--- src/inc/plx_pkg.sv ---
// Package for the pointer load and port output execution block
package plx_pkg;
    localparam int          PLX_IW          = 10;
    localparam logic [9:0]  PLX_OP_NOP      = 10'h000;
    localparam logic [9:0]  PLX_OP_BIT_OUT  = 10'h21F;
    localparam logic [9:0]  PLX_OP_P0_OUT   = 10'h220;
    localparam logic [9:0]  PLX_OP_BANK     = 10'h048;
    localparam logic [9:0]  PLX_BANK_MASK   = 10'h3FC;
    localparam logic [1:0]  PLX_XY_PREFIX   = 2'h3;
    localparam logic [3:0]  PLX_PTR_RST     = 4'h0;
    localparam logic [1:0]  PLX_BANK_RST    = 2'h0;
    localparam logic [3:0]  PLX_P0_RST      = 4'h0;
    localparam logic        PLX_BIT_RST     = 1'b0;
    localparam int          PLX_PFX_HI      = 9;
    localparam int          PLX_PFX_LO      = 8;
    localparam int          PLX_X_HI        = 7;
    localparam int          PLX_X_LO        = 4;
    localparam int          PLX_Y_HI        = 3;
    localparam int          PLX_Y_LO        = 0;
    localparam int          PLX_Z_HI        = 1;
    localparam int          PLX_Z_LO        = 0;
    localparam int          PLX_OUT_BIT     = 0;

    typedef enum logic [2:0] {
        PLX_K_OTHER,
        PLX_K_NOP,
        PLX_K_XY,
        PLX_K_BANK,
        PLX_K_BIT_OUT,
        PLX_K_P0_OUT
    } plx_kind_e;

    typedef struct packed {
        logic [3:0] file_ptr;
        logic [3:0] digit_ptr;
        logic [1:0] bank_ptr;
    } plx_ptrs_s;
endpackage

--- src/design/plx_exec.sv ---
// Decode and execution of pointer loads, no-op and port outputs
// What this block does
// [RULE1] Pointer-load writes file and digit pointers
// [RULE2] Back-to-back pointer loads: only first executes
// [RULE3] Pointer load: top bits 11, x[7:4], y[3:0]
// [RULE4] Bank load copies 2-bit field to bank
// [RULE5] No-op changes nothing, only PC advances
// [RULE6] Bit output drives accumulator bit 0
// [RULE7] Port-zero output copies full accumulator
// [RULE8] One word, one cycle, carry untouched
`timescale 1ns/1ps
module plx_exec
    import plx_pkg::*;
(
    input  wire logic            clk,
    input  wire logic            rstn,
    input  wire logic            instr_valid,
    input  wire logic [PLX_IW-1:0] instr,
    input  wire logic [3:0]      acc,
    input  wire logic            carry_in,
    output plx_ptrs_s            ptrs,
    output logic                 single_port,
    output logic [3:0]           port_zero,
    output logic                 carry_out,
    output logic                 pc_advance,
    output logic                 skipped
);
    // Kind of instruction word
    function automatic plx_kind_e plx_decode(input logic [PLX_IW-1:0] w);
        if (w[PLX_PFX_HI:PLX_PFX_LO] == PLX_XY_PREFIX) begin
            return PLX_K_XY;
        end else if ((w & PLX_BANK_MASK) == PLX_OP_BANK) begin
            return PLX_K_BANK;
        end else if (w == PLX_OP_NOP) begin
            return PLX_K_NOP;
        end else if (w == PLX_OP_BIT_OUT) begin
            return PLX_K_BIT_OUT;
        end else if (w == PLX_OP_P0_OUT) begin
            return PLX_K_P0_OUT;
        end else begin
            return PLX_K_OTHER;
        end
    endfunction

    plx_kind_e        kind;
    logic             prev_xy;
    wire logic        is_xy;
    wire logic        skip_now;
    wire logic        do_xy;
    wire logic        do_bank;
    wire logic        do_bit;
    wire logic        do_p0;
    wire logic [3:0]  x_field;
    wire logic [3:0]  y_field;
    wire logic [1:0]  z_field;
    wire plx_ptrs_s   next_ptrs;
    wire logic        next_single_port;
    wire logic [3:0]  next_port_zero;

    assign kind     = plx_decode(instr);
    assign is_xy    = instr_valid && (kind == PLX_K_XY);                // [RULE3]
    assign skip_now = is_xy && prev_xy;                                 // [RULE2]
    assign do_xy    = is_xy && !prev_xy;
    assign do_bank  = instr_valid && (kind == PLX_K_BANK);
    assign do_bit   = instr_valid && (kind == PLX_K_BIT_OUT);
    assign do_p0    = instr_valid && (kind == PLX_K_P0_OUT);

    // Immediate fields of the load words
    assign x_field = instr[PLX_X_HI:PLX_X_LO];                         // [RULE3]
    assign y_field = instr[PLX_Y_HI:PLX_Y_LO];                         // [RULE3]
    assign z_field = instr[PLX_Z_HI:PLX_Z_LO];                         // [RULE4]

    // Next register values; a skipped load keeps the old pair
    assign next_ptrs.file_ptr  = do_xy ? x_field : ptrs.file_ptr;       // [RULE1]
    assign next_ptrs.digit_ptr = do_xy ? y_field : ptrs.digit_ptr;      // [RULE1]
    assign next_ptrs.bank_ptr  = do_bank ? z_field : ptrs.bank_ptr;     // [RULE4]
    assign next_single_port    = do_bit ? acc[PLX_OUT_BIT] : single_port; // [RULE6]
    assign next_port_zero      = do_p0 ? acc : port_zero;               // [RULE7]

    // Chain of pointer loads; any other valid word breaks it
    always_ff @(posedge clk or negedge rstn) begin
        if (!rstn) begin
            prev_xy <= 1'b0;
        end else if (instr_valid) begin
            prev_xy <= is_xy;                                           // [RULE2]
        end
    end

    chk_chain_break: assert property (@(posedge clk) disable iff (!rstn) // [RULE2]
        instr_valid && !is_xy |=> !prev_xy)
        else $error("pointer load chain not broken");

    chk_skip_stall: assert property (@(posedge clk) disable iff (!rstn) // [RULE2]
        skip_now |=> $stable(ptrs) && pc_advance)
        else $error("skipped load changed pointers");

    chk_skip_cause: assert property (@(posedge clk) disable iff (!rstn) // [RULE2]
        skipped |-> $past(instr_valid) && $past(instr[PLX_PFX_HI:PLX_PFX_LO]) == PLX_XY_PREFIX)
        else $error("skip without pointer load");

    always_ff @(posedge clk or negedge rstn) begin
        if (!rstn) begin
            ptrs <= '{file_ptr: PLX_PTR_RST, digit_ptr: PLX_PTR_RST, bank_ptr: PLX_BANK_RST};
        end else begin
            ptrs <= next_ptrs;                                          // [RULE1] [RULE4]
        end
    end

    chk_xy_load: assert property (@(posedge clk) disable iff (!rstn) // [RULE1]
        do_xy |=> ptrs.file_ptr == $past(instr[7:4]) && ptrs.digit_ptr == $past(instr[3:0]))
        else $error("pointer load wrong");

    chk_xy_skip: assert property (@(posedge clk) disable iff (!rstn) // [RULE2]
        (is_xy ##1 is_xy) |=> $stable(ptrs.file_ptr) && $stable(ptrs.digit_ptr) && skipped)
        else $error("chained pointer load not skipped");

    chk_xy_noskip: assert property (@(posedge clk) disable iff (!rstn) // [RULE2]
        do_xy |=> !skipped && pc_advance)
        else $error("first pointer load marked skipped");

    chk_xy_decode: assert property (@(posedge clk) disable iff (!rstn) // [RULE3]
        instr_valid && instr[PLX_PFX_HI:PLX_PFX_LO] == PLX_XY_PREFIX && !prev_xy
            |=> ptrs.digit_ptr == $past(instr[3:0]) && ptrs.file_ptr == $past(instr[7:4]))
        else $error("pointer decode wrong");

    chk_xy_ports: assert property (@(posedge clk) disable iff (!rstn) // [RULE1]
        do_xy |=> $stable(port_zero) && $stable(single_port) && $stable(ptrs.bank_ptr))
        else $error("pointer load touched other state");

    chk_bank_load: assert property (@(posedge clk) disable iff (!rstn) // [RULE4]
        do_bank |=> ptrs.bank_ptr == $past(instr[1:0]))
        else $error("bank load wrong");

    chk_bank_only: assert property (@(posedge clk) disable iff (!rstn) // [RULE4]
        do_bank |=> $stable(ptrs.file_ptr) && $stable(ptrs.digit_ptr) && !skipped)
        else $error("bank load touched pointers");

    always_ff @(posedge clk or negedge rstn) begin
        if (!rstn) begin
            single_port <= PLX_BIT_RST;
            port_zero   <= PLX_P0_RST;
        end else begin
            single_port <= next_single_port;                            // [RULE6]
            port_zero   <= next_port_zero;                              // [RULE7]
        end
    end

    chk_bit_out: assert property (@(posedge clk) disable iff (!rstn) // [RULE6]
        do_bit |=> single_port == $past(acc[0]) && $stable(port_zero))
        else $error("bit output wrong");

    chk_bit_ptrs: assert property (@(posedge clk) disable iff (!rstn) // [RULE6]
        do_bit |=> $stable(ptrs))
        else $error("bit output changed pointers");

    chk_p0_out: assert property (@(posedge clk) disable iff (!rstn) // [RULE7]
        do_p0 |=> port_zero == $past(acc) && $stable(single_port))
        else $error("port zero output wrong");

    chk_p0_ptrs: assert property (@(posedge clk) disable iff (!rstn) // [RULE7]
        do_p0 |=> $stable(ptrs))
        else $error("port zero output changed pointers");

    chk_p0_carry: assert property (@(posedge clk) disable iff (!rstn) // [RULE8]
        do_p0 |=> carry_out == $past(carry_in))
        else $error("port zero output changed carry");

    // One word per cycle; carry passes through untouched
    always_ff @(posedge clk or negedge rstn) begin
        if (!rstn) begin
            pc_advance <= 1'b0;
            skipped    <= 1'b0;
            carry_out  <= 1'b0;
        end else begin
            pc_advance <= instr_valid;                                  // [RULE5] [RULE8]
            skipped    <= skip_now;                                     // [RULE2]
            carry_out  <= carry_in;                                     // [RULE8]
        end
    end

    chk_nop_still: assert property (@(posedge clk) disable iff (!rstn) // [RULE5]
        instr_valid && instr == PLX_OP_NOP |=> $stable(ptrs) && $stable(port_zero)
            && $stable(single_port) && pc_advance)
        else $error("no-op changed state");

    chk_nop_carry: assert property (@(posedge clk) disable iff (!rstn) // [RULE5]
        instr_valid && instr == PLX_OP_NOP |=> carry_out == $past(carry_in) && !skipped)
        else $error("no-op changed carry");

    chk_carry_kept: assert property (@(posedge clk) disable iff (!rstn) // [RULE8]
        instr_valid |=> carry_out == $past(carry_in) && pc_advance)
        else $error("carry or cycle wrong");

    chk_pc_pulse: assert property (@(posedge clk) disable iff (!rstn) // [RULE8]
        !instr_valid |=> !pc_advance && !skipped)
        else $error("advance without a word");

    chk_idle_hold: assert property (@(posedge clk) disable iff (!rstn) // [RULE8]
        !instr_valid |=> $stable(ptrs) && $stable(port_zero) && $stable(single_port))
        else $error("state changed without a word");

    chk_other_still: assert property (@(posedge clk) disable iff (!rstn) // [RULE8]
        instr_valid && kind == PLX_K_OTHER |=> $stable(ptrs) && $stable(port_zero)
            && $stable(single_port) && pc_advance)
        else $error("foreign word changed state");
endmodule

--- config.mk ---
export PLATFORM = sky130hd
export DESIGN_NAME = plx_exec
export DESIGN_NICKNAME = d
export VERILOG_FILES = /design/src/inc/plx_pkg.sv /design/src/design/plx_exec.sv
export SDC_FILE = /design/constraint.sdc
export NUM_CORES = 1
export LEC_CHECK = 0
export CAP_MARGIN = 5
export CORE_MARGIN = 3
export CORE_UTILIZATION = 25
export DETAILED_ROUTE_END_ITERATION = 10
export DONT_BUFFER_PORTS = 1
export PLACE_DENSITY_LB_ADDON = 0.08
export SETUP_SLACK_MARGIN = 0.4
export SKIP_LAST_GASP = 1
export SYNTH_ARGS = -nofsm -noshare
export SYNTH_HDL_FRONTEND = slang
export SYNTH_SLANG_ARGS = --single-unit
export TNS_END_PERCENT = 5
--- constraint.sdc ---
create_clock -name clk -period 2.75 [get_ports clk]
set_input_delay 0.1375 -clock clk [delete_from_list [all_inputs] [get_ports clk]]
set_output_delay 0.1375 -clock clk [all_outputs]
set_load 0.02 [all_outputs]
==> results.md, run 1 <==
* Post_cts resized at 0
* Max VDD drop at 0.177 mV
* # rows at 19
* Share of layout cells above drive strength 1 at 30.0%
* Net Sw Power at roughly 0.00017 W
* Setup TNS Final at 0 ns
* Skew-Pair Late Insertion Delay at 0.29 ns
* Worst min path class: in -> reg
* Fmax at ~0.71 GHz
* Setup crit end kind: flop
* IO Count at 36
* DP Area at 797 um2
* Synthesized instance count at 50
* RSZ-0062 raised after global routing: false
* Critical path class: in -> reg
* Critical path's top delay family: buffers and inverters
* DRC errors left at 0
* Drt initial violations at 2
* Seq/Total Area, Yosys at between 60% and 70%
* Max cap viols at 0
* FF+latch count, synth at 19
* WL final at about 1.7 mm
* Pwr Density at approximately 580 nW/um2
* R2R depth at 3
* Initial antenna violation count at 0
* Avg WL per Cell at between 15 and 20 um
* Worst setup margin at 1.35 ns
* Crit-path max cell delay at 0.58 ns
* Final Power at 0.000578 W
* H-tree Lvls at 1
* Final period util at 51.0%
* Fin area at 993 um2
* Chip Width at 61.3 um
* Max Root-Sink Buffers at 2
* Slew Limit Fails at 0
* Setup WS pre-CTS at 1.58 ns
* Synth warn at 0
* Sw frac at 28.9%
* Hold path startpoint: instr[9]
* Hold buffers post-CTS at 17
* Final ANT Viol Nets at 0
* Routed via count at 482
* Fillers at 294
* Comb pwr share at roughly 11%
* Critical-path top delay cell: dlygate4sd3_1
* Final Hold Viols at 0
* Initial core utilization at 27.0%
* Pre-antenna DRT Iters at 3
* Worst r2r src: prev_xy
* Largest net degree at the start of global routing at 20
* Skew final at 0.000743 ns
* Status: completed
* Syn_nets at 68
* Reg power frac at 64.8%
* Internal Pwr Total at between 0.0004 and 0.0005 W
* First-pass GRT wire length at 2.60 mm
* Critical Path AT at 1.58 ns
* CP Buf/Inv Count at 1
* Tightest Pin Transition at between 0.8 and 0.9 ns
* Hold endpoint: prev_xy
* Clock sink count at 19
* Clock Pin Slew Worst Setup and Hold Paths at 0.10 ns
* Slew HR at 42.5%
* Inserted Clock Buffers at 3
* CTS Root Cell: clkbuf_4
* Post-synth cell types at 14
* Leak at 0.441 nW
* WP data required at around 2.9 ns
* Via-to-Cell Ratio at 4.77
* Grt ovf at 0
* Final setup violation count at 0
* Vias in the first global route at between 500 and 600
* Core area at 2830 um2
* Post-Syn Area per Cell at roughly 15 um2
* Synthesized area at ~760 um2
* Hold depth at 2
* Reg2Reg Capture Point: ptrs[5]
* Tot GR Track Use at about a tenth
* DIE HEIGHT at 61.3 um
* Clock group share of total power at 23.8%
* R2R setup slack at 1.58 ns
* Critical Path, Cell by Cell: dlygate4sd3_1 -> nand3_1 -> nand2b_1 -> mux2_2
* Crit path max fanout at 8
* Tmin final at 1.40 ns
* Gpl congestion at 0.718
* Die Area at 3750 um2
* IO buf count at 0
* P&R area growth vs syn at 30.2%
* Crit path launch type: input pin
* Number of setup buffers added after CTS at 0
* Ant. Diodes at 0
* CTS tree: done
* Post-DP HPWL at between 1 and 1.5 mm
* Nets@finish at 89
-- worst max-delay path by stage --
stage,startpoint,endpoint,cells after the start
finish,instr_valid,ptrs[5],4
global route,instr_valid,ptrs[6],4
CTS,instr_valid,ptrs[5],4
detailed placement,prev_xy,ptrs[5],3
global placement,prev_xy,ptrs[9],3
floorplan,prev_xy,ptrs[2],4
-- power groups by stage --
stage | Sequential, W | Combinational, W | Clock (W)
floorplan | 0.000372 | 0.0000363 | 0
global placement | 0.000382 | 0.0000384 | 0
detailed placement | 0.000382 | 0.0000404 | 0
CTS | 0.000377 | 0.0000671 | 0.000146
global route | 0.000380 | 0.0000723 | 0.000156
finish | 0.000375 | 0.0000655 | 0.000138
-- sequential cells by signal (all words and copies together), names as in the netlist --
signal and cells:
ptrs 10, skipped 1, carry_out 1, single_port 1, port_zero 4, pc_advance 1, prev_xy 1
-- cell usage after synthesis --
cell type | instances | area (um2)
dfrtp_1 | 19 | 475
mux2_2 | 15 | 169
nor2b_1 | 3 | 18.8
nand4_1 | 2 | 12.5
nor2_1 | 2 | 7.51
and4_1 | 1 | 8.76
buf_2 | 1 | 5.00
inv_1 | 1 | 3.75
nand2b_1 | 1 | 6.26
nand3_1 | 1 | 5.00
nand4_2 | 1 | 12.5
nor3b_4 | 1 | 18.8
nor4b_2 | 1 | 15.0
o21ai_0 | 1 | 5.00
-- through the flow --
step	util (%)	hold WS, ns	instances
after CTS	35.1	0.0350	101
after floorplan	-	-0.158	50
after global placement	28.2	-0.158	80
after global routing	35.1	0.0940	101
after detailed placement	28.2	-0.158	80
final	35.1	0.0585	101
-- cell usage in the layout (no fill, tap or decap) --
| cell | count |
|---|---|
| dfrtp_1 | 19 |
| dlygate4sd3_1 | 17 |
| mux2_2 | 15 |
| nor2b_1 | 3 |
| clkbuf_4 | 3 |
| nor2_1 | 2 |
| nand4_1 | 2 |
| inv_1 | 1 |
| nand3_1 | 1 |
| nand2b_1 | 1 |
| o21ai_0 | 1 |
| nor3b_4 | 1 |
| and4_1 | 1 |
| nor4b_2 | 1 |
| nand4_2 | 1 |
| clkbuf_1 | 1 |
-- routing by layer --
layer | GRT usage, % | vias to the layer above | part of all wire (%) | routed length [um]
li1 | - | 222 | - | -
met3 | 3.77 | 2 | 6.9 | 116
met4 | 4.64 | 0 | 0.30 | 5
met2 | 18.1 | 16 | 55 | 924
met5 | 0 | - | 0 | 0
met1 | 9.82 | 242 | 38 | 641
-- cells by family (layout without fill, tap and decap cells) --
family	Yosys count	after routing	synth area share, %
flip-flops	19	19	62.3
AO/OA/AOI/OAI	1	1	0.655
buffers and inverters	2	22	1.15
AND/OR/NAND/NOR	13	13	13.8
multiplexers	15	15	22.1
-- cell type report --
cell class	count	area (um2)	share of cell area [%]
well taps	31	38.8	3.90
inverters	1	3.75	0.378
clock buffers	4	26.3	2.64
flip-flops and latches	19	475	47.9
repair buffers	17	170	17.1
multi-input cells	29	279	28.1
Note: power is estimated with default switching activity, not from simulation.
==> run 2: changes to the inputs <==
clock period = 1.25 ns   (was 2.75 ns; I/O delays follow)
==> run 2 against run 1 <==
Against the previous run: the flow now finishes with violations (negative hold slack); non-clock buffer count unchanged; first-iteration DRC count rose to 5.5 times the previous value; count of clock-buffer cells in the layout is the same; sequential share of layout area fell by 0.54 points; design area is 1.1% higher; clock skew grew 0.0025 ns; worst setup slack worse by 1.1 ns; wire length grew 1.1%; register-to-register slack got worse by 1.3 ns; worst hold slack lost 0.13 ns; critical path type is now reg -> reg.
==> results.md, run 2 (synthesis gave the netlist of run 1 again) <==
* Leak at 0.464 nW (was 0.441 nW)
* Crit path launch type: flop (was input pin)
* CTS tree: done (unchanged)
* CP Buf/Inv Count at 1 (unchanged)
* Crit path max fanout at 8 (unchanged)
* IO Count at 36 (unchanged)
* Clock Pin Slew Worst Setup and Hold Paths at 0.11 ns (was 0.10 ns)
* Placed Instances at 80 (unchanged)
* DIE HEIGHT at 61.3 um (unchanged)
* Worst min path class: in -> async (was in -> reg)
* DRC errors left at 0 (unchanged)
* R2R depth at 3 (unchanged)
* Tmin final at just under 1 ns
* Max reg flops at 10 (unchanged)
* Inserted Clock Buffers at 3 (unchanged)
* CP startpoint: prev_xy (was instr_valid)
* H-tree Lvls at 1 (unchanged)
* Drt initial violations at 11 (was 2)
* Skew final at 0.00320 ns (was 0.000743 ns)
* Tightest Pin Transition at 0.844 ns (was 0.860 ns)
* Most frequent cells in the layout: 19 x dfrtp_1, 15 x dlygate4sd3_1, 14 x mux2_2 (was 19 x dfrtp_1, 17 x dlygate4sd3_1, 15 x mux2_2)
* Core area at 2830 um2 (unchanged)
* Worst r2r src: prev_xy (unchanged)
* IO buf count at 0 (unchanged)
* Status: complete, but fails checks (was completed)
* Pre-antenna DRT Iters at 2 (was 3)
* Slew HR at 43.8% (was 42.5%)
* Ant. Diodes at 0 (unchanged)
* Initial core utilization at 27.0% (unchanged)
* Failing checks: negative hold slack
* Largest regs: ptrs (10), port_zero (4) (unchanged)
* Reg2Reg Capture Point: ptrs[5] (unchanged)
* WL final at 1.71 mm (was 1.69 mm)
* Post-DP HPWL at 1.30 mm (was 1.29 mm)
* Final hold slack at -0.0681 ns (was 0.0585 ns)
* Most flop-heavy register: ptrs (unchanged)
* Largest net degree at the start of global routing at 20 (unchanged)
* Die Area at 3750 um2 (unchanged)
* P&R area growth vs syn at 31.6% (was 30.2%)
* Max Root-Sink Buffers at 2 (unchanged)
* WP data required at 1.44 ns (was 2.93 ns)
* Share of layout cells above drive strength 1 at 34.3% (was 30.0%)
* Slew Limit Fails at 0 (unchanged)
* Critical Path, Cell by Cell: inv_2 -> nand2b_4 -> mux2_4 (was dlygate4sd3_1 -> nand3_1 -> nand2b_1 -> mux2_2)
* Commonest non-fill, non-tap cell in the layout: dfrtp_1 (unchanged)
* Grt ovf at 0 (unchanged)
* Finished Layout Cells at 101 (unchanged)
* Clock sink count at 19 (unchanged)
* Cell depth of the worst setup path at 3 (was 4)
* Skew-Pair Late Insertion Delay at 0.29 ns (about the same)
* CTS Root Cell: clkbuf_4 (unchanged)
* R2R setup slack at 0.26 ns (was 1.58 ns)
* Gpl congestion at 0.728 (was 0.718)
* Critical path class: reg -> reg (was in -> reg)
* RSZ-0062 raised after global routing: true (was false)
* Avg WL per Cell at 16.9 um (was 16.7 um)
* Max cap viols at 0 (unchanged)
* Tot GR Track Use at 9.99% (was 9.93%)
* Via-to-Cell Ratio at 4.83 (was 4.77)
* Crit-path max cell delay at 0.39 ns (was 0.58 ns)
* # rows at 19 (unchanged)
* Setup crit end kind: flop (unchanged)
* Worst setup endpoint: ptrs[5] (unchanged)
* First-pass GRT wire length at 2.73 mm (was 2.60 mm)
* Final setup violation count at 0 (unchanged)
* Nets@finish at 89 (unchanged)
* Setup TNS Final at 0 ns (unchanged)
* Pwr Density at 1280 nW/um2 (was 582 nW/um2)
* Critical-path top delay cell: dfrtp_1 (was dlygate4sd3_1)
* Vias in the first global route at 587 (was 580)
* Routed via count at 488 (was 482)
* Final Hold Viols at 19 (was 0)
* Final ANT Viol Nets at 0 (unchanged)
* Critical Path AT at 1.18 ns (was 1.58 ns)
* Fmax at 1.01 GHz
* Chip Width at 61.3 um (unchanged)
* Final period util at 79.3%
* Initial antenna violation count at 0 (unchanged)
* Critical path's top delay family: flip-flops (was buffers and inverters)
* Max VDD drop at 0.491 mV (was 0.177 mV)
## run 2: changes by cell type in the layout (fill, tap and decap cells not counted)
cell and delta:
mux2_2 -1, nand2b_1 -1, buf_4 +1, dlygate4sd3_1 -2, inv_1 -1, dlymetal6s4s_1 +1, inv_2 +1, nand2b_4 +1
mux2_4 +1
## run 2: area by class of cell
class	instances	area (um2)
Sequential cell	19	475
Multi-Input combinational cell	29	290
Inverter	1	3.75
Timing Repair Buffer	17	170
Clock buffer	4	26.3
Fill cell	270	1820
Tap cell	31	38.8
## run 2: worst register-to-register path, cell delays in order (launching register included)
cell and delay [ns]:
dfrtp_1 0.39, inv_2 0.08, nand2b_4 0.10, mux2_4 0.32
## run 2: through the flow
step,utilization (%),worst slack [ns],total power [W],hold slack [ns],area [um2]
5_1_grt,35.5,0.234,0.00136,0.00304,1000
6_report,35.5,0.259,0.00129,-0.0681,1000
3_3_place_gp,28.2,0.130,0.000924,-0.233,797
4_1_cts,35.4,0.253,0.00131,0.0748,1000
2_1_floorplan,-,0.267,0.000901,-0.233,769
3_5_place_dp,28.2,0.0734,0.000929,-0.233,797
## run 2: power breakdown
group          switching, W  leakage, nW  internal, W  total, W
clock              0.000184       0.0150     0.000124  0.000308
combinational     0.0000517        0.207     0.000101  0.000153
sequential         0.000140        0.242     0.000686  0.000826
total              0.000376        0.464     0.000912   0.00129
## run 2: worst min-delay path by stage
stage,endpoint,startpoint,cells after the start
after floorplan,carry_out,rstn,0
after global placement,carry_out,rstn,0
after detailed placement,carry_out,rstn,0
after CTS,single_port,instr[8],3
after global routing,ptrs[5],rstn,1
final,ptrs[7],rstn,1
## run 2: metal layers
layer	share of wire, %	GRT usage (%)	up-vias	wire length [um]
met3	6.3	2.94	6	108
met4	2.2	6.19	0	38
met2	56	18.1	15	949
li1	-	-	220	-
met5	0	0	-	0
met1	36	9.86	247	609
## run 2: what timing repair did
item | 4_1_cts | 5_1_grt
setup endpoints to repair | 17 | 50
resized for setup | 4 | 1
buffers inserted | 1 | 0
endpoints found under the hold margin | 38 | 0
hold buffers | 16 | 0
